`src/pwm_timebase_defs.vh`:
```
// Register map, field positions, reset values and timing counts of the PWM time base
`ifndef PWM_TIMEBASE_DEFS_VH
`define PWM_TIMEBASE_DEFS_VH

//------------------------------------------------------------
// Register byte offsets
//------------------------------------------------------------
`define OFS_CONTROL 5'h00
`define OFS_PERIOD 5'h04
`define OFS_DUTY_HIGH 5'h08
`define OFS_DUTY_LOW 5'h0C
`define OFS_STATUS 5'h10
`define OFS_MASK 5'h14
`define OFS_COUNTER 5'h18

//------------------------------------------------------------
// Control register fields
//------------------------------------------------------------
`define CTL_RUN_BIT 0
`define CTL_PRESCALE_LSB 1
`define CTL_PRESCALE_MSB 2
`define CTL_ALIGN_BIT 3
`define CTL_DRIVE_BIT 4
`define CTL_PWM_EN_BIT 5
`define CTL_WIDTH 6

//------------------------------------------------------------
// Status and mask fields
//------------------------------------------------------------
`define STS_PERIOD_FLAG_BIT 0
`define STS_WIDTH 1

//------------------------------------------------------------
// Reset values
//------------------------------------------------------------
`define RST_CONTROL 6'h00
`define RST_PERIOD 8'hFF
`define RST_DUTY 8'h00
`define RST_MASK 1'h0

//------------------------------------------------------------
// Timing: prescaled clocks per counter increment
//------------------------------------------------------------
`define PHASES_PER_STEP 4
`define PHASE_LAST 2'h3

`endif

```
`src/pwm_timebase.v`:
```
// Standard PWM unit: period timer, double-buffered duty, Avalon-MM registers
`include "pwm_timebase_defs.vh"
`default_nettype none
module pwm_timebase (
   input wire mclk_in,
   input wire rstn_in,
   input wire ce_in,
   input wire [4:0] avs_address_in,
   input wire avs_read_in,
   input wire avs_write_in,
   input wire [31:0] avs_writedata_in,
   input wire [3:0] avs_byteenable_in,
   output reg [31:0] avs_readdata_out,
   output reg avs_waitrequest_out,
   output reg pwm_out,
   output reg pwm_oe_out,
   output wire irq_out
);
   //------------------------------------------------------------
   // Registers seen by software
   //------------------------------------------------------------
   // Control: run, prescale, alignment, driver, enable
   reg [`CTL_WIDTH-1:0] control_r;
   // Period match value
   reg [7:0] period_match_register_r;
   // Duty pair as written
   reg [7:0] duty_high_register_r;
   reg [7:0] duty_low_register_r;
   // Interrupt mask
   reg [`STS_WIDTH-1:0] mask_r;

   //------------------------------------------------------------
   // Time base state
   //------------------------------------------------------------
   // Shared 8-bit period counter
   reg [7:0] period_counter_r;
   // Clock phase within one counter increment
   reg [1:0] phase_r;
   // Active 10-bit duty shadow
   reg [9:0] duty_shadow_r;
   // One-cycle pulse at each period match
   reg period_event_r;

   //------------------------------------------------------------
   // Decoded control fields
   //------------------------------------------------------------
   wire run_bit = control_r[`CTL_RUN_BIT];
   wire [1:0] prescale_sel = control_r[`CTL_PRESCALE_MSB:`CTL_PRESCALE_LSB];
   wire align_left = control_r[`CTL_ALIGN_BIT];
   wire drive_bit = control_r[`CTL_DRIVE_BIT];
   wire pwm_enable = control_r[`CTL_PWM_EN_BIT];

   // Prescaled quarter-step pulse
   wire quarter_tick;
   // Sticky flags from the interrupt block
   wire [`STS_WIDTH-1:0] status_flags;

   //------------------------------------------------------------
   // Bus access decode
   //------------------------------------------------------------
   // Request present on the bus
   wire bus_req = avs_read_in | avs_write_in;
   // Edge at which the access completes
   wire bus_done = bus_req & ~avs_waitrequest_out;
   wire wr_done = avs_write_in & bus_done;
   // Status read clears the sticky flags at the edge that latches the read
   // data, so a flag set while the read completes is not lost
   wire status_read = avs_read_in & avs_waitrequest_out & (avs_address_in == `OFS_STATUS);

   // Combined duty value under the chosen alignment
   function [9:0] duty_value;
      input left;
      input [7:0] hi;
      input [7:0] lo;
      begin
         if (left)
            duty_value = {hi, lo[7:6]};
         else
            duty_value = {hi[1:0], lo};
      end
   endfunction

   // Write with lowest byte lane enabled
   function lane0_write;
      input wr;
      input [4:0] addr;
      input [4:0] ofs;
      input [3:0] be;
      begin
         lane0_write = wr & (addr == ofs) & be[0];
      end
   endfunction

   //------------------------------------------------------------
   // Timing derivation
   //------------------------------------------------------------
   // Counter steps once per PHASES_PER_STEP prescaled clocks
   wire step_end = quarter_tick & (phase_r == `PHASE_LAST);
   // Counter has reached the match value at the end of a step
   wire period_match = step_end & (period_counter_r == period_match_register_r);
   // Shadow value that the new period will use
   wire [9:0] duty_next = duty_value(align_left, duty_high_register_r, duty_low_register_r);
   // Extended 10-bit time base
   wire [9:0] time_base = {period_counter_r, phase_r};
   // Time base one quarter step ahead, so the output falls as the base reaches duty
   wire [10:0] time_base_sum = {1'b0, time_base} + 11'h001;

   //------------------------------------------------------------
   // Prescaler
   //------------------------------------------------------------
   pwm_prescaler u_prescaler (
      .mclk_in(mclk_in),
      .rstn_in(rstn_in),
      .ce_in(ce_in),
      .run_in(run_bit),
      .ratio_sel_in(prescale_sel),
      .tick_out(quarter_tick)
   );

   //------------------------------------------------------------
   // Period counter and phase
   //------------------------------------------------------------
   // Counter lives in the shared timer; it wraps at the match, or on overflow past 8'hFF when the match lies below it,
   // no postscaler stands between match and period
   always @(posedge mclk_in or negedge rstn_in) begin
      if (!rstn_in) begin
         period_counter_r <= 8'h00;
         phase_r <= 2'h0;
      end else if (ce_in) begin
         if (quarter_tick) begin
            phase_r <= phase_r + 2'h1;
            if (period_match)
               period_counter_r <= 8'h00;
            else if (step_end)
               period_counter_r <= period_counter_r + 8'h01;
         end
      end
   end

   //------------------------------------------------------------
   // Duty shadow
   //------------------------------------------------------------
   // Loaded only at a match, so duty writes never glitch a period
   always @(posedge mclk_in or negedge rstn_in) begin
      if (!rstn_in) begin
         duty_shadow_r <= 10'h000;
      end else if (ce_in) begin
         if (period_match)
            duty_shadow_r <= duty_next;
      end
   end

   //------------------------------------------------------------
   // Period event pulse
   //------------------------------------------------------------
   // Drives the sticky period timer flag
   always @(posedge mclk_in or negedge rstn_in) begin
      if (!rstn_in) begin
         period_event_r <= 1'b0;
      end else if (ce_in) begin
         period_event_r <= period_match;
      end
   end

   //------------------------------------------------------------
   // Modulated output
   //------------------------------------------------------------
   // Rises at period start unless duty is zero; falls on the step at
   // which the time base becomes the shadow duty, giving duty x ratio
   // clocks high. A duty above the period never matches, so the
   // output stays high the whole period.
   always @(posedge mclk_in or negedge rstn_in) begin
      if (!rstn_in) begin
         pwm_out <= 1'b0;
      end else if (ce_in) begin
         if (!pwm_enable) begin
            // Disabled unit parks low
            pwm_out <= 1'b0;
         end else if (period_match) begin
            pwm_out <= (duty_next != 10'h000);
         end else if (quarter_tick && (time_base_sum[9:0] == duty_shadow_r)) begin
            pwm_out <= 1'b0;
         end
      end
   end

   //------------------------------------------------------------
   // Pin driver enable
   //------------------------------------------------------------
   // Software turns the driver on after the first flag
   always @(posedge mclk_in or negedge rstn_in) begin
      if (!rstn_in) begin
         pwm_oe_out <= 1'b0;
      end else if (ce_in) begin
         pwm_oe_out <= drive_bit;
      end
   end

   //------------------------------------------------------------
   // Register writes
   //------------------------------------------------------------
   // Duty pair accepts writes at any time; the shadow isolates them
   always @(posedge mclk_in or negedge rstn_in) begin
      if (!rstn_in) begin
         control_r <= `RST_CONTROL;
         period_match_register_r <= `RST_PERIOD;
         duty_high_register_r <= `RST_DUTY;
         duty_low_register_r <= `RST_DUTY;
         mask_r <= `RST_MASK;
      end else if (ce_in) begin
         if (lane0_write(wr_done, avs_address_in, `OFS_CONTROL, avs_byteenable_in))
            control_r <= avs_writedata_in[`CTL_WIDTH-1:0];
         if (lane0_write(wr_done, avs_address_in, `OFS_PERIOD, avs_byteenable_in))
            period_match_register_r <= avs_writedata_in[7:0];
         if (lane0_write(wr_done, avs_address_in, `OFS_DUTY_HIGH, avs_byteenable_in))
            duty_high_register_r <= avs_writedata_in[7:0];
         if (lane0_write(wr_done, avs_address_in, `OFS_DUTY_LOW, avs_byteenable_in))
            duty_low_register_r <= avs_writedata_in[7:0];
         if (lane0_write(wr_done, avs_address_in, `OFS_MASK, avs_byteenable_in))
            mask_r <= avs_writedata_in[`STS_WIDTH-1:0];
      end
   end

   //------------------------------------------------------------
   // Read multiplexer
   //------------------------------------------------------------
   // Unmapped offsets read as zero
   reg [31:0] read_mux;
   always @* begin
      read_mux = 32'h0000_0000;
      case (avs_address_in)
         `OFS_CONTROL: read_mux[`CTL_WIDTH-1:0] = control_r;
         `OFS_PERIOD: read_mux[7:0] = period_match_register_r;
         `OFS_DUTY_HIGH: read_mux[7:0] = duty_high_register_r;
         `OFS_DUTY_LOW: read_mux[7:0] = duty_low_register_r;
         `OFS_STATUS: read_mux[`STS_WIDTH:0] = {pwm_out, status_flags};
         `OFS_MASK: read_mux[`STS_WIDTH-1:0] = mask_r;
         `OFS_COUNTER: read_mux[9:0] = time_base;
         default: read_mux = 32'h0000_0000;
      endcase
   end

   //------------------------------------------------------------
   // Bus handshake
   //------------------------------------------------------------
   // Every access takes one wait state: waitrequest drops one clock
   // after a request appears, data latched then, and rises again
   // at the completing edge
   always @(posedge mclk_in or negedge rstn_in) begin
      if (!rstn_in) begin
         avs_waitrequest_out <= 1'b1;
         avs_readdata_out <= 32'h0000_0000;
      end else if (ce_in) begin
         if (bus_req & avs_waitrequest_out) begin
            avs_waitrequest_out <= 1'b0;
            avs_readdata_out <= avs_read_in ? read_mux : 32'h0000_0000;
         end else begin
            avs_waitrequest_out <= 1'b1;
         end
      end
   end

   //------------------------------------------------------------
   // Sticky flags and interrupt
   //------------------------------------------------------------
   pwm_irq_status #(
      .WIDTH(`STS_WIDTH)
   ) u_irq (
      .mclk_in(mclk_in),
      .rstn_in(rstn_in),
      .ce_in(ce_in),
      .event_in(period_event_r),
      .read_clear_in(status_read),
      .mask_in(mask_r),
      .status_out(status_flags),
      .irq_out(irq_out)
   );
endmodule
`default_nettype wire

```
`src/pwm_prescaler.v`:
```
// Prescaler that emits one enable pulse every 1, 4, 16 or 64 clocks
`default_nettype none
module pwm_prescaler (
   input wire mclk_in,
   input wire rstn_in,
   input wire ce_in,
   input wire run_in,
   input wire [1:0] ratio_sel_in,
   output reg tick_out
);
   // Free count of clocks within one prescaled step
   reg [5:0] count_r;
   // Last count value for the selected ratio
   function [5:0] ratio_last;
      input [1:0] sel;
      begin
         case (sel)
            2'h0: ratio_last = 6'h00;
            2'h1: ratio_last = 6'h03;
            2'h2: ratio_last = 6'h0F;
            default: ratio_last = 6'h3F;
         endcase
      end
   endfunction
   //------------------------------------------------------------
   // Counting
   //------------------------------------------------------------
   // Stopped timer holds the count at zero so a start is clean
   always @(posedge mclk_in or negedge rstn_in) begin
      if (!rstn_in) begin
         count_r <= 6'h00;
         tick_out <= 1'b0;
      end else if (ce_in) begin
         if (!run_in) begin
            count_r <= 6'h00;
            tick_out <= 1'b0;
         end else if (count_r >= ratio_last(ratio_sel_in)) begin
            count_r <= 6'h00;
            tick_out <= 1'b1;
         end else begin
            count_r <= count_r + 6'h01;
            tick_out <= 1'b0;
         end
      end
   end
endmodule
`default_nettype wire

```
`src/pwm_irq_status.v`:
```
// Sticky event flags cleared by a read, a mask, and one level interrupt
`default_nettype none
module pwm_irq_status #(
   parameter WIDTH = 1
) (
   input wire mclk_in,
   input wire rstn_in,
   input wire ce_in,
   input wire [WIDTH-1:0] event_in,
   input wire read_clear_in,
   input wire [WIDTH-1:0] mask_in,
   output reg [WIDTH-1:0] status_out,
   output reg irq_out
);
   // Next value of the sticky flags
   wire [WIDTH-1:0] status_nxt;
   // A new event in the clearing cycle survives the clear
   assign status_nxt = (read_clear_in ? {WIDTH{1'b0}} : status_out) | event_in;
   //------------------------------------------------------------
   // Flags and interrupt
   //------------------------------------------------------------
   // Interrupt registered from the next flag value, so it changes in the same clock as the flags
   always @(posedge mclk_in or negedge rstn_in) begin
      if (!rstn_in) begin
         status_out <= {WIDTH{1'b0}};
         irq_out <= 1'b0;
      end else if (ce_in) begin
         status_out <= status_nxt;
         irq_out <= |(status_nxt & mask_in);
      end
   end
endmodule
`default_nettype wire

```
`config.mk`:
```
export PLATFORM = sky130hd
export DESIGN_NAME = pwm_timebase
export DESIGN_NICKNAME = d
export VERILOG_FILES = /design/src/pwm_timebase.v /design/src/pwm_prescaler.v /design/src/pwm_irq_status.v
export VERILOG_INCLUDE_DIRS = /design/src
export SDC_FILE = /design/constraint.sdc
export NUM_CORES = 1
export LEC_CHECK = 0
export ABC_AREA = 1
export BUFFER_PORTS_ARGS = -buffer_cell sky130_fd_sc_hd__buf_2
export CAP_MARGIN = 20
export CORE_MARGIN = 10
export CORE_UTILIZATION = 39
export CTS_BUF_LIST = sky130_fd_sc_hd__clkbuf_16
export CTS_CLUSTER_DIAMETER = 80
export DETAILED_ROUTE_END_ITERATION = 8
export GPL_ROUTABILITY_DRIVEN = 0
export PLACE_DENSITY = 0.58
export SLEW_MARGIN = 30
export SYNTH_ARGS = -nofsm -noshare
export SYNTH_HDL_FRONTEND = slang
export SYNTH_HIERARCHICAL = 1
export SYNTH_SLANG_ARGS = --single-unit
```
`constraint.sdc`:
```
create_clock -name mclk_in -period 1.5 [get_ports mclk_in]
set_clock_uncertainty 0.05 [all_clocks]
set_input_delay 0.075 -clock mclk_in [delete_from_list [all_inputs] [get_ports mclk_in]]
set_output_delay 0.075 -clock mclk_in [all_outputs]
set_load 0.02 [all_outputs]
```
======== After elaboration in Yosys (flattened, before gate mapping) ========
Index checks and enable logic that the tools add are counted.
Widths: inputs -> output; s select.
word-level totals
  register bits after elaboration ......... 96
  input bits .............................. 46
  output and inout bits ................... 36
  word-level logic and storage cells ...... 91
cells by class
  add/subtract/negate cells ............... 4
  order comparisons ....................... 1
  eq/ne operators ......................... 12
  multiplexer cells ....................... 21
  bitwise gates (word level) .............. 21
  reduce and logical (&&, ||, !) cells .... 15
operator list
  operator               count
  $mux 6                 4
  $mux 10                2
  $pmux 4 s5             1
  $and 1x1->1            18
  $pmux 6 s3             1
  $reduce_and 2->1       9
  $mux 8                 2
  $eq 5x5->1 const B     3
  $add 10x1->10 const B  1
  $eq 10x10->1           1
  $eq 5x4->1 const B     2
  $reduce_bool 10->1     1
  $add 8x1->8 const B    1
  $eq 8x8->1             1
  $pmux 2 s4             1
  $mux 1                 7
  $pmux 1 s7             1
  $add 6x1->6 const B    1
  $ge 6x6->1             1
  $pmux 1 s6             1
  $eq 5x3->1 const B     1
  $logic_not 5->1        1
  $eq 2x2->1 const B     2
  $ne 3x1->1 const B     1
  other kinds (9)        10

======== Logic depth before layout (Yosys ltp) ========
Gate-level depths: netlist (run 1).
  word-level depth ........................ 7
  gate-level depth with buffers ........... 13
  depth with buffers taken out ............ 13

======== Hierarchy ========
Netlist (run 1), hierarchy kept.
by module, submodules not included
  module          instances  cells an instance  area an instance (µm²)  sequential area each (µm²)
  pwm_timebase    1          493                3814.9                  1637.8
  pwm_prescaler   1          67                 514.2                   175.2
  pwm_irq_status  1          13                 92.6                    50.0

======== Worst setup path before layout (run 1) ========
OpenSTA, ideal clock, no wires.
  kind .................................... register -> register
  from .................................... register phase_r[0]
  to ...................................... register pwm_out
  library setup time ...................... 0.077 ns
  arrival time ............................ 1.431 ns
  required time ........................... 1.373 ns
  setup slack ............................. -0.059 ns
  cell stages (with the launch flop) ...... 12
  clock period less this slack ............ 1.559 ns
  cell sequence ........................... dfrtp_1 > ha_1 > nand2_1 > nor2_1 > nand2_1 > xor2_1 > inv_1 > nand2_1 > nand2_1 > nand3_1 > nand2_1 > a21oi_1
between the ends
  word-level cells in the longest chain between the ends .. 5
  elaborated cells between the ends (all ways) .. 10
  those cells by class .................... add/sub (1); eq/ne (3); mux (2); bitwise (2); reduce/logical (2)
ends and longest elaborated chain
  what                                                         RTL line                                RTL
  from (decl)                                                  pwm_timebase.v:38                       reg [1:0] phase_r;
  from (signal assigned)                                       pwm_timebase.v:131                      phase_r <= phase_r + 2'h1;
  $add 10x1->10 or $eq 2x2->1 (tied branches)                  -
  $eq 10x10->1 or $and 1x1->1 (tied branches)                  pwm_timebase.v:181, pwm_timebase.v:98
  $logic_and 1x1->1 or $and 1x1->1 (tied branches)             pwm_timebase.v:181, pwm_timebase.v:100
  $ne 3x1->1 (no source line) or $mux 1 (tied branches)        -
  $reduce_and 2->1 (no source line) or $mux 1 (tied branches)  -
  to (signal assigned)                                         pwm_timebase.v:180                      pwm_out <= (duty_next != 10'h000);
  to (decl)                                                    pwm_timebase.v:15                       output reg pwm_out,
Parallel ways exist; a longest one is shown, timed or not.
A chain may end at the register's enable or synchronous reset.

======== Final worst setup path (run 1) ========
Ends and elaborated chain as after synthesis.

==> metrics list, run 1 <==
* Status: complete, but fails checks
* Violated checks: setup timing
- Critical Path, Cell by Cell: ha_4 > nand2_1 > nor2_1 > nand3_2 > nor2_4 > nand3_2 > buf_12 > nand2_1 > inv_1 > a21oi_1
- Gr busiest metal: met2
- Cell at the slowest stage of the critical path: dfrtp_1
* Die H: between 100 and 150 um
* Part of the cycle the worst path needs: 114%
* Number of clock sinks: 74
- The count of nets left with antenna violations once routing finished came out at 0.
* Flop and latch count out of synthesis: 74
- The via count of the first global-routing pass was 4,060.
- Cell Pwr Density: about 970 nW/um^2
- DRC viols: 0
* Total count of max-transition violations in the final report: 0
* Setup violators final: 26
* Met2 Usage GRT: 25.0%
- Gate Count Post-Synth: between 500 and 600
- In this run, CTS created clock tree buffers numbering 9.
* Count of nets after finishing: ~740
- Leaving out fill and tap cells, the most frequent cells in the layout are 175 x nand2_1, 70 x inv_1, 70 x buf_4, 61 x dfrtp_1, 32 x buf_2.
- In this run the cell area measured after placement is 5140 sq um.
- Counting flops with an async set or reset pin after synthesis yields a share of 100%.
- Critical Path RT: ~1700 ps
* Final std cell area, no fill: 5690 sq um
- Antenna diode count: 0
- R2r setup slk: -210 ps
- The number of placed instances, taps included, is between 700 and 800.
- The critical path is of the reg -> reg type.
- Derived from the worst setup path, the maximum achievable clock frequency is 584 MHz.
- Peak supply drop: ~0.53 mV
- Clk root buf: clkbuf_16
- Number of synthesized flops with an enable pin: 0
- Along the worst hold path, the cell count comes to 3.
- I/O pin total: 82
* Logic depth of the worst register-to-register path: 10
- For this run, global-route usage on met3 was measured as under 10%.
- The clock passes through at most 2 buffers.
- Clock latency reported for the late side of the worst-skew pair: ~330 ps
* Max Cap Viol: 0
- Layout Cells excl Fill: about 830
* Vias per std cell: around 4.8
- Die extent in x: about 130 um
- Total detailed-routing wirelength: ~12 mm
- In this run the number of H-tree levels came out at 3.
- In this run the worst hold path is classified as in -> reg.
- Number of detailed-route iterations in the first pass: 5
* Critical path arrival: roughly 1900 ps
- In the synthesized netlist the dominant register cell turns out to be dfrtp_1.
* Maximum net fanout on the critical path: 17
* Setup WS pre-CTS: -217 ps
- Warnings, synthesis: 6
- First-pass GRT wire length: 20.3 mm
- STA classifies the critical path endpoint as a flip-flop.
* Detailed-route wire length per cell: approximately 15 um
- Relative to the synthesized area, the layout overhead comes to 28.7%.
- Min Tclk post-route: between 1500 and 2000 ps
- Global routing finished with a remaining overflow of 0.
- Placed wire-length estimate after detailed placement: 9.61 mm
* Synthesized area: between 4000 and 5000 sq um
* Total leakage power: roughly 2.9 nW
- Number of rows in the core area: 38
* Met1 routing resource usage after global routing: between 10% and 20%
- Counting distinct cell types in the post-synthesis netlist gives 36.
- RSZ-0062 raised after global routing: yes
- Overall power consumption after layout is estimated at 5.50 mW.
* GRT Overall Usage: between 10% and 20%
- The worst setup path is launched from a flip-flop.
- Port buffering added 32 buffers.
- The detailed router placed between 3k and 4k vias in this run.
* Pin count of the biggest net entering global routing: 28
* DIE AREA: between 15,000 and 20,000 sq um
- Worst setup margin: -213 ps
- The number of antenna violations at the first check in global routing came to 0.
- Worst hold slack across all endpoints: slightly below 7 ps
* Starting density of the core: 40.3%
- After synthesis, flip-flops and latches occupy a little over two fifths of the total area.
- The floorplan step defined a core boundary enclosing ~11,000 sq um.
- Of the cells placed in the final design, the portion with a size suffix greater than 1 is about a third.
* Most common cell after layout, fill and taps aside: nand2_1
- A synthesized cell averages around 7.7 sq um.
- Clock Pin Slew Worst Setup and Hold Paths: ~60 ps
- On the worst path, the slowest cell contributes a delay of a little under 400 ps.
- Detailed router's first-iteration violation count: around 210
- Clock tree from TritonCTS: built
- Final Hold Fails: 0
path summary, 6_finish.rpt:
kind                                     startpoint                    endpoint
worst max-delay path                     phase_r[0]                     pwm_out
worst min-delay path            avs_writedata_in[3]      duty_low_register_r[3]
worst max register to register           phase_r[0]                     pwm_out
worst min register to register  avs_readdata_out[6]         avs_readdata_out[6]
max in group asynchronous                   rstn_in  period_match_register_r[6]
min in group asynchronous                   rstn_in      u_prescaler/count_r[2]
area by class of cell:
| class | count | area (sq um) |
|---|---|---|
| Sequential cell | 74 | 1870 |
| Fill cell | 1042 | 5290 |
| Tap cell | 140 | 175 |
| Multi-Input combinational cell | 404 | 2270 |
| Clock inverter | 7 | 30.0 |
| Inverter | 83 | 315 |
| Timing Repair Buffer | 110 | 807 |
| Clock buffer | 9 | 225 |
per-stage QoR:
step | utilization, % | TNS (ps)
floorplan | - | -184
global placement | 46.8 | -1240
detailed placement | 46.8 | -2070
CTS | 50.5 | -1130
global route | 51.8 | -5880
finish | 51.8 | -3290
Yosys cell counts (4+ instances only):
cell	number	area share, %
inv_1	76	6.5
buf_6	6	1.5
buf_4	22	3.7
o211ai_1	4	0.68
o22ai_1	7	0.99
nor2_2	4	0.57
ha_1	7	2.0
dfrtp_1	65	37
o21ai_0	28	3.2
nand3_1	28	3.2
xnor2_1	5	0.99
inv_2	7	0.59
o21ai_2	23	4.6
a21oi_1	12	1.4
buf_2	4	0.45
dfstp_2	9	5.3
nand2_1	186	16
xor2_1	9	1.8
o21ai_1	16	1.8
nor2_1	23	2.0
nand4_1	5	0.71
sequential cells by signal, indices dropped and copies added, names as in the netlist, 2 cells and up:
name / cells
period_counter_r: 8
phase_r: 2
duty_low_register_r: 8
control_r: 6
period_match_register_r: 8
u_prescaler/count_r: 6
avs_readdata_out: 10
duty_high_register_r: 8
duty_shadow_r: 10
power breakdown:
group	total (mW)	internal [mW]	switching [mW]
sequential	2.21	2.11	0.0995
combinational	1.43	0.599	0.828
clock	1.86	1.08	0.778
kinds of logic after synthesis:
group | count (synthesis) | share of synthesized area, %
AOI/OAI and AO/OA | 96 | 14.0
xor gates and xnor gates | 14 | 2.77
adders and majority gates | 7 | 1.98
buffers and inverters | 116 | 12.8
DFF | 74 | 42.1
other | 1 | 0.0848
and+or+nand+nor | 265 | 26.2
critical path: cells and delay by family, from the launching register on:
kind | cells | cell delay [ps]
and+or+nand+nor | 6 | 690
DFF | 1 | 390
buffers and inverters | 2 | 220
adders and majority gates | 1 | 180
AOI/OAI and AO/OA | 1 | 100
layer usage:
metal  part of all wire [%]  wire length, um
met5                      0                0
met4                    4.4              549
met3                    4.1              509
met1                     43             5380
met2                     48             6060
repair_timing:
item	CTS	global route
endpoints found under the hold margin	70	0
resized for setup	25	38
setup endpoints to repair	26	48
hold buffers	3	0
setup buffers	6	3
gates cloned	0	1
pin swaps	9	19
Note: power is estimated with default switching activity, not from simulation.
==> run 2, diff against run 1 <==
Settings changed: ABC_AREA 1 to not set.
==> run 2 against run 1 <==
Against the previous run: the run still ends with setup timing left; final cell count decreased by 15%; largest power group unchanged; non-clock buffer count increased by 51; via count decreased by 4.8%; cell area increased by 11%; sequential share of layout area decreased by 3.3 points; global-route usage increased by 2.3 points; core utilization increased by 6.6 points; die area decreased by 1.9%; wire length increased by 13%.
==> metrics list, run 2 <==
* Status: complete, but fails checks
- The final reports fail on setup timing.
- The region available for standard cell placement spans roughly 11,000 sq um.
- Synthesized area: between 4000 and 5000 sq um
- For this block, the initial DRC count from the detailed router was approximately 220.
* Kind of critical path: reg -> reg
* Switching Power: 1.52 mW
- In the synthesized netlist, the cells that appear most often are 65 x dfrtp_1, 36 x mux2_2, 25 x buf_4.
* Placed wire-length estimate after detailed placement: between 10 and 15 mm
- Setup crit end: u_prescaler/count_r[5]
* Total leakage power: around 3.0 nW
- Total count of max-transition violations in the final report: 0
- Worst hold slack across all endpoints: between 100 and 150 ps
* Gr busiest metal: met2
- Critical Path RT: around 1700 ps
* Gate Count Post-Synth: 412
* Maximum net fanout on the critical path: 5
- Counting flops with a built-in enable in the synthesized netlist gives 0.
* Sequential group share of total power: 39.8%
* Worst setup margin: -520 ps
- Clock tree from TritonCTS: built
- Max Cap Viol: 0
- Using the TritonRoute via totals, the vias-per-cell ratio works out to ~5.4.
- After detailed routing, the number of remaining DRC violations is 0.
* Layout cells sized above 1: a little over half
- After synthesis, the mean cell area works out to 10.5 sq um.
- Internal power of the cells: between 3 and 4 mW
- Number of clock sinks: 74
- In this run switching power makes up ~28% of total power.
* Number of H-tree levels: 3
- Clk root buf: clkbuf_16
- The clock network accounts for about two fifths of the total power.
- For this run the aggregate overflow at the end of global routing stands at 0.
- The later pin in the worst-skew pair is clocked with a latency of about 340 ps.
- Summing over every cut layer, the via total after detailed routing is approximately 3.8k.
* Cell Pwr Density: ~870 nW/um^2
- In this run the horizontal extent of the chip is 125 um.
- Entering global routing, the biggest net connects 33 pins.
* Critical path arrival: between 2000 and 2500 ps
- Combinational logic burns roughly a fifth of the power.
- The biggest area contributor in the post-synthesis netlist is dfrtp_1.
- Worst Hold Class: in -> async
* Cell types with the largest area share after synthesis: dfrtp_1 38%, mux2_2 9.4%, dfstp_2 5.5%
- Leaving out fill and tap cells, the most frequent cells in the layout are 102 x buf_4, 61 x dfrtp_1, 34 x mux2_4, 31 x buf_2, 22 x conb_1.
- Final Hold Fails: 0
* Count of nets after finishing: approximately 610
- Setup violations remaining at the end of the flow were counted as a little over 60.
* Die H: roughly 130 um
- I/O pin total: 82
* Peak supply drop: roughly 0.92 mV
- The completed layout was analyzed and its total power is between 5 and 6 mW.
- The first global-routing pass estimated approximately 22 mm of wire.
* Met1 routing resource usage after global routing: about 22%
- Nature of the critical path startpoint: flip-flop
- Among all flip-flop cells after synthesis, the most frequent one is dfrtp_1.
- The die covers 15,700 sq um.
* Bufs on Longest Clock Path: 2
- Detailed-route wire length per cell: approximately 20 um
- Starting density of the core: approximately two fifths
- Counting distinct cell types in the post-synthesis netlist gives 64.
* Reg2reg start: control_r[1]
- Largest registers: avs_readdata_out x10, duty_shadow_r x10
- Buffers inserted during clock tree synthesis total 9.
* RSZ-0062 raised after global routing: yes
- The number of antenna violations at the first check in global routing was 0.
- Total detailed-routing wirelength: about 14 mm
* Port buffer count: 32
- Yosys printed 6 warnings.
* Clock Pin Slew Worst Setup and Hold Paths: approximately 60 ps
- Post-DRT Antenna Nets: 0
- For this run, the detailed router's first-pass iteration total came to 4.
- Flop and latch count out of synthesis: 74
- Capture instance of the worst register-to-register path: u_prescaler/count_r[5]
- Met2 Usage GRT: around 29%
* Via count of the first global-routing pass: approximately 4.0k
- After layout, the minimum clock period comes to a little over 2000 ps.
- For this run, asynchronously set or reset flops after synthesis account for 100%.
* Post-synth top area share: 37.6%
- Counting cells, the worst reg-to-reg path comes to 8.
- Antenna diode count: 0
- Layout overhead on the synthesized area: 46.6%
- Global routing used approximately 18% of the available tracks.
- Number of rows in the core area: 38
- Part of the cycle the worst path needs: 135%
* Timing startpoint of the critical path: control_r[1]
- The library cell used most frequently in the layout, excluding fill and tap cells, is buf_4.
- Derived from the worst setup path, the maximum achievable clock frequency is around 500 MHz.
* R2r setup slk: -520 ps
- By instance count, the leading cell after synthesis is dfrtp_1.
- Global routing used approximately 5% of the available met3 tracks.
* Fillers: between 800 and 900
* Sequential area share after synthesis: between 40% and 50%
- The worst setup path is captured at a flip-flop.
==> run 2: timing repair <==
item / in CTS / in global routing
setup buffers: 10 / 7
hold endpoints to repair: 90 / 0
pin swaps: 22 / 12
hold buffers: 9 / 0
resized for setup: 72 / 37
endpoints found under the setup margin: 68 / 69
cloned: 1 / 1
==> run 2: power groups by stage <==
stage	Combinational [mW]	Sequential [mW]	Clock, mW
floorplan	0.473	2.22	0
global placement	0.874	2.21	0
detailed placement	0.896	2.21	0
CTS	1.10	2.18	2.20
global route	1.23	2.19	2.27
finish	1.14	2.18	2.16
==> run 2: cell families (layout without fill, tap and decap cells) <==
kind of cell	Yosys count	count (layout)	synth area share [%]
compound gates	83	83	13.5
mux	51	51	13.4
xor+xnor	23	23	4.66
fa+ha+maj	7	7	2.03
other cells	1	22	0.0868
flops	74	74	43.1
simple gates	114	115	14.9
buf+inv	59	190	8.25
==> run 2: worst min-delay path by stage <==
stage                       from             endpoint  slack (ps)  cells past startpoint
3_5_place_dp             rstn_in     duty_shadow_r[0]         -40                      1
4_1_cts             avs_write_in  avs_waitrequest_out         110                      4
5_1_grt        avs_address_in[4]               mask_r         160                      3
3_3_place_gp             rstn_in     duty_shadow_r[8]         -40                      1
6_report                 rstn_in        u_irq/irq_out         140                      2
2_1_floorplan            rstn_in  avs_readdata_out[0]        -270                      0
==> run 2: metal layers <==
layer	routed length (um)	share of wire, %
met1	6200	44
met2	6730	48
met3	920	6.5
met4	288	2.0
met5	0	0
==> run 2: critical path: stages, from the launching register on <==
cell	delay [ps]
dfrtp_1	380
or2_4	280
inv_2	70
ha_4	190
o211ai_1	200
nor2_2	80
a211oi_4	340
nand2_4	120
o311ai_4	220
==> run 2: final cells by class <==
cell class,instances,area [sq um],share of cell area [%]
tap,140,175,2.77
clock buffer,9,225,3.56
sequential,74,1870,29.5
multi-input combinational,301,2700,42.5
timing repair buffer,161,1250,19.8
inverter,13,48.8,0.770
clock inverter,7,67.6,1.07
==> run 2: stage by stage <==
stage | TNS (ps) | instances | area, sq um | util (%) | setup slack [ps]
floorplan | -10090 | 433 | 4580 | - | -425
detailed placement | -15460 | 668 | 5440 | 50.2 | -558
global placement | -13530 | 668 | 5440 | 50.2 | -473
global route | -15800 | 705 | 6330 | 58.4 | -580
finish | -13390 | 705 | 6330 | 58.4 | -520
CTS | -12870 | 700 | 6180 | 57.0 | -487
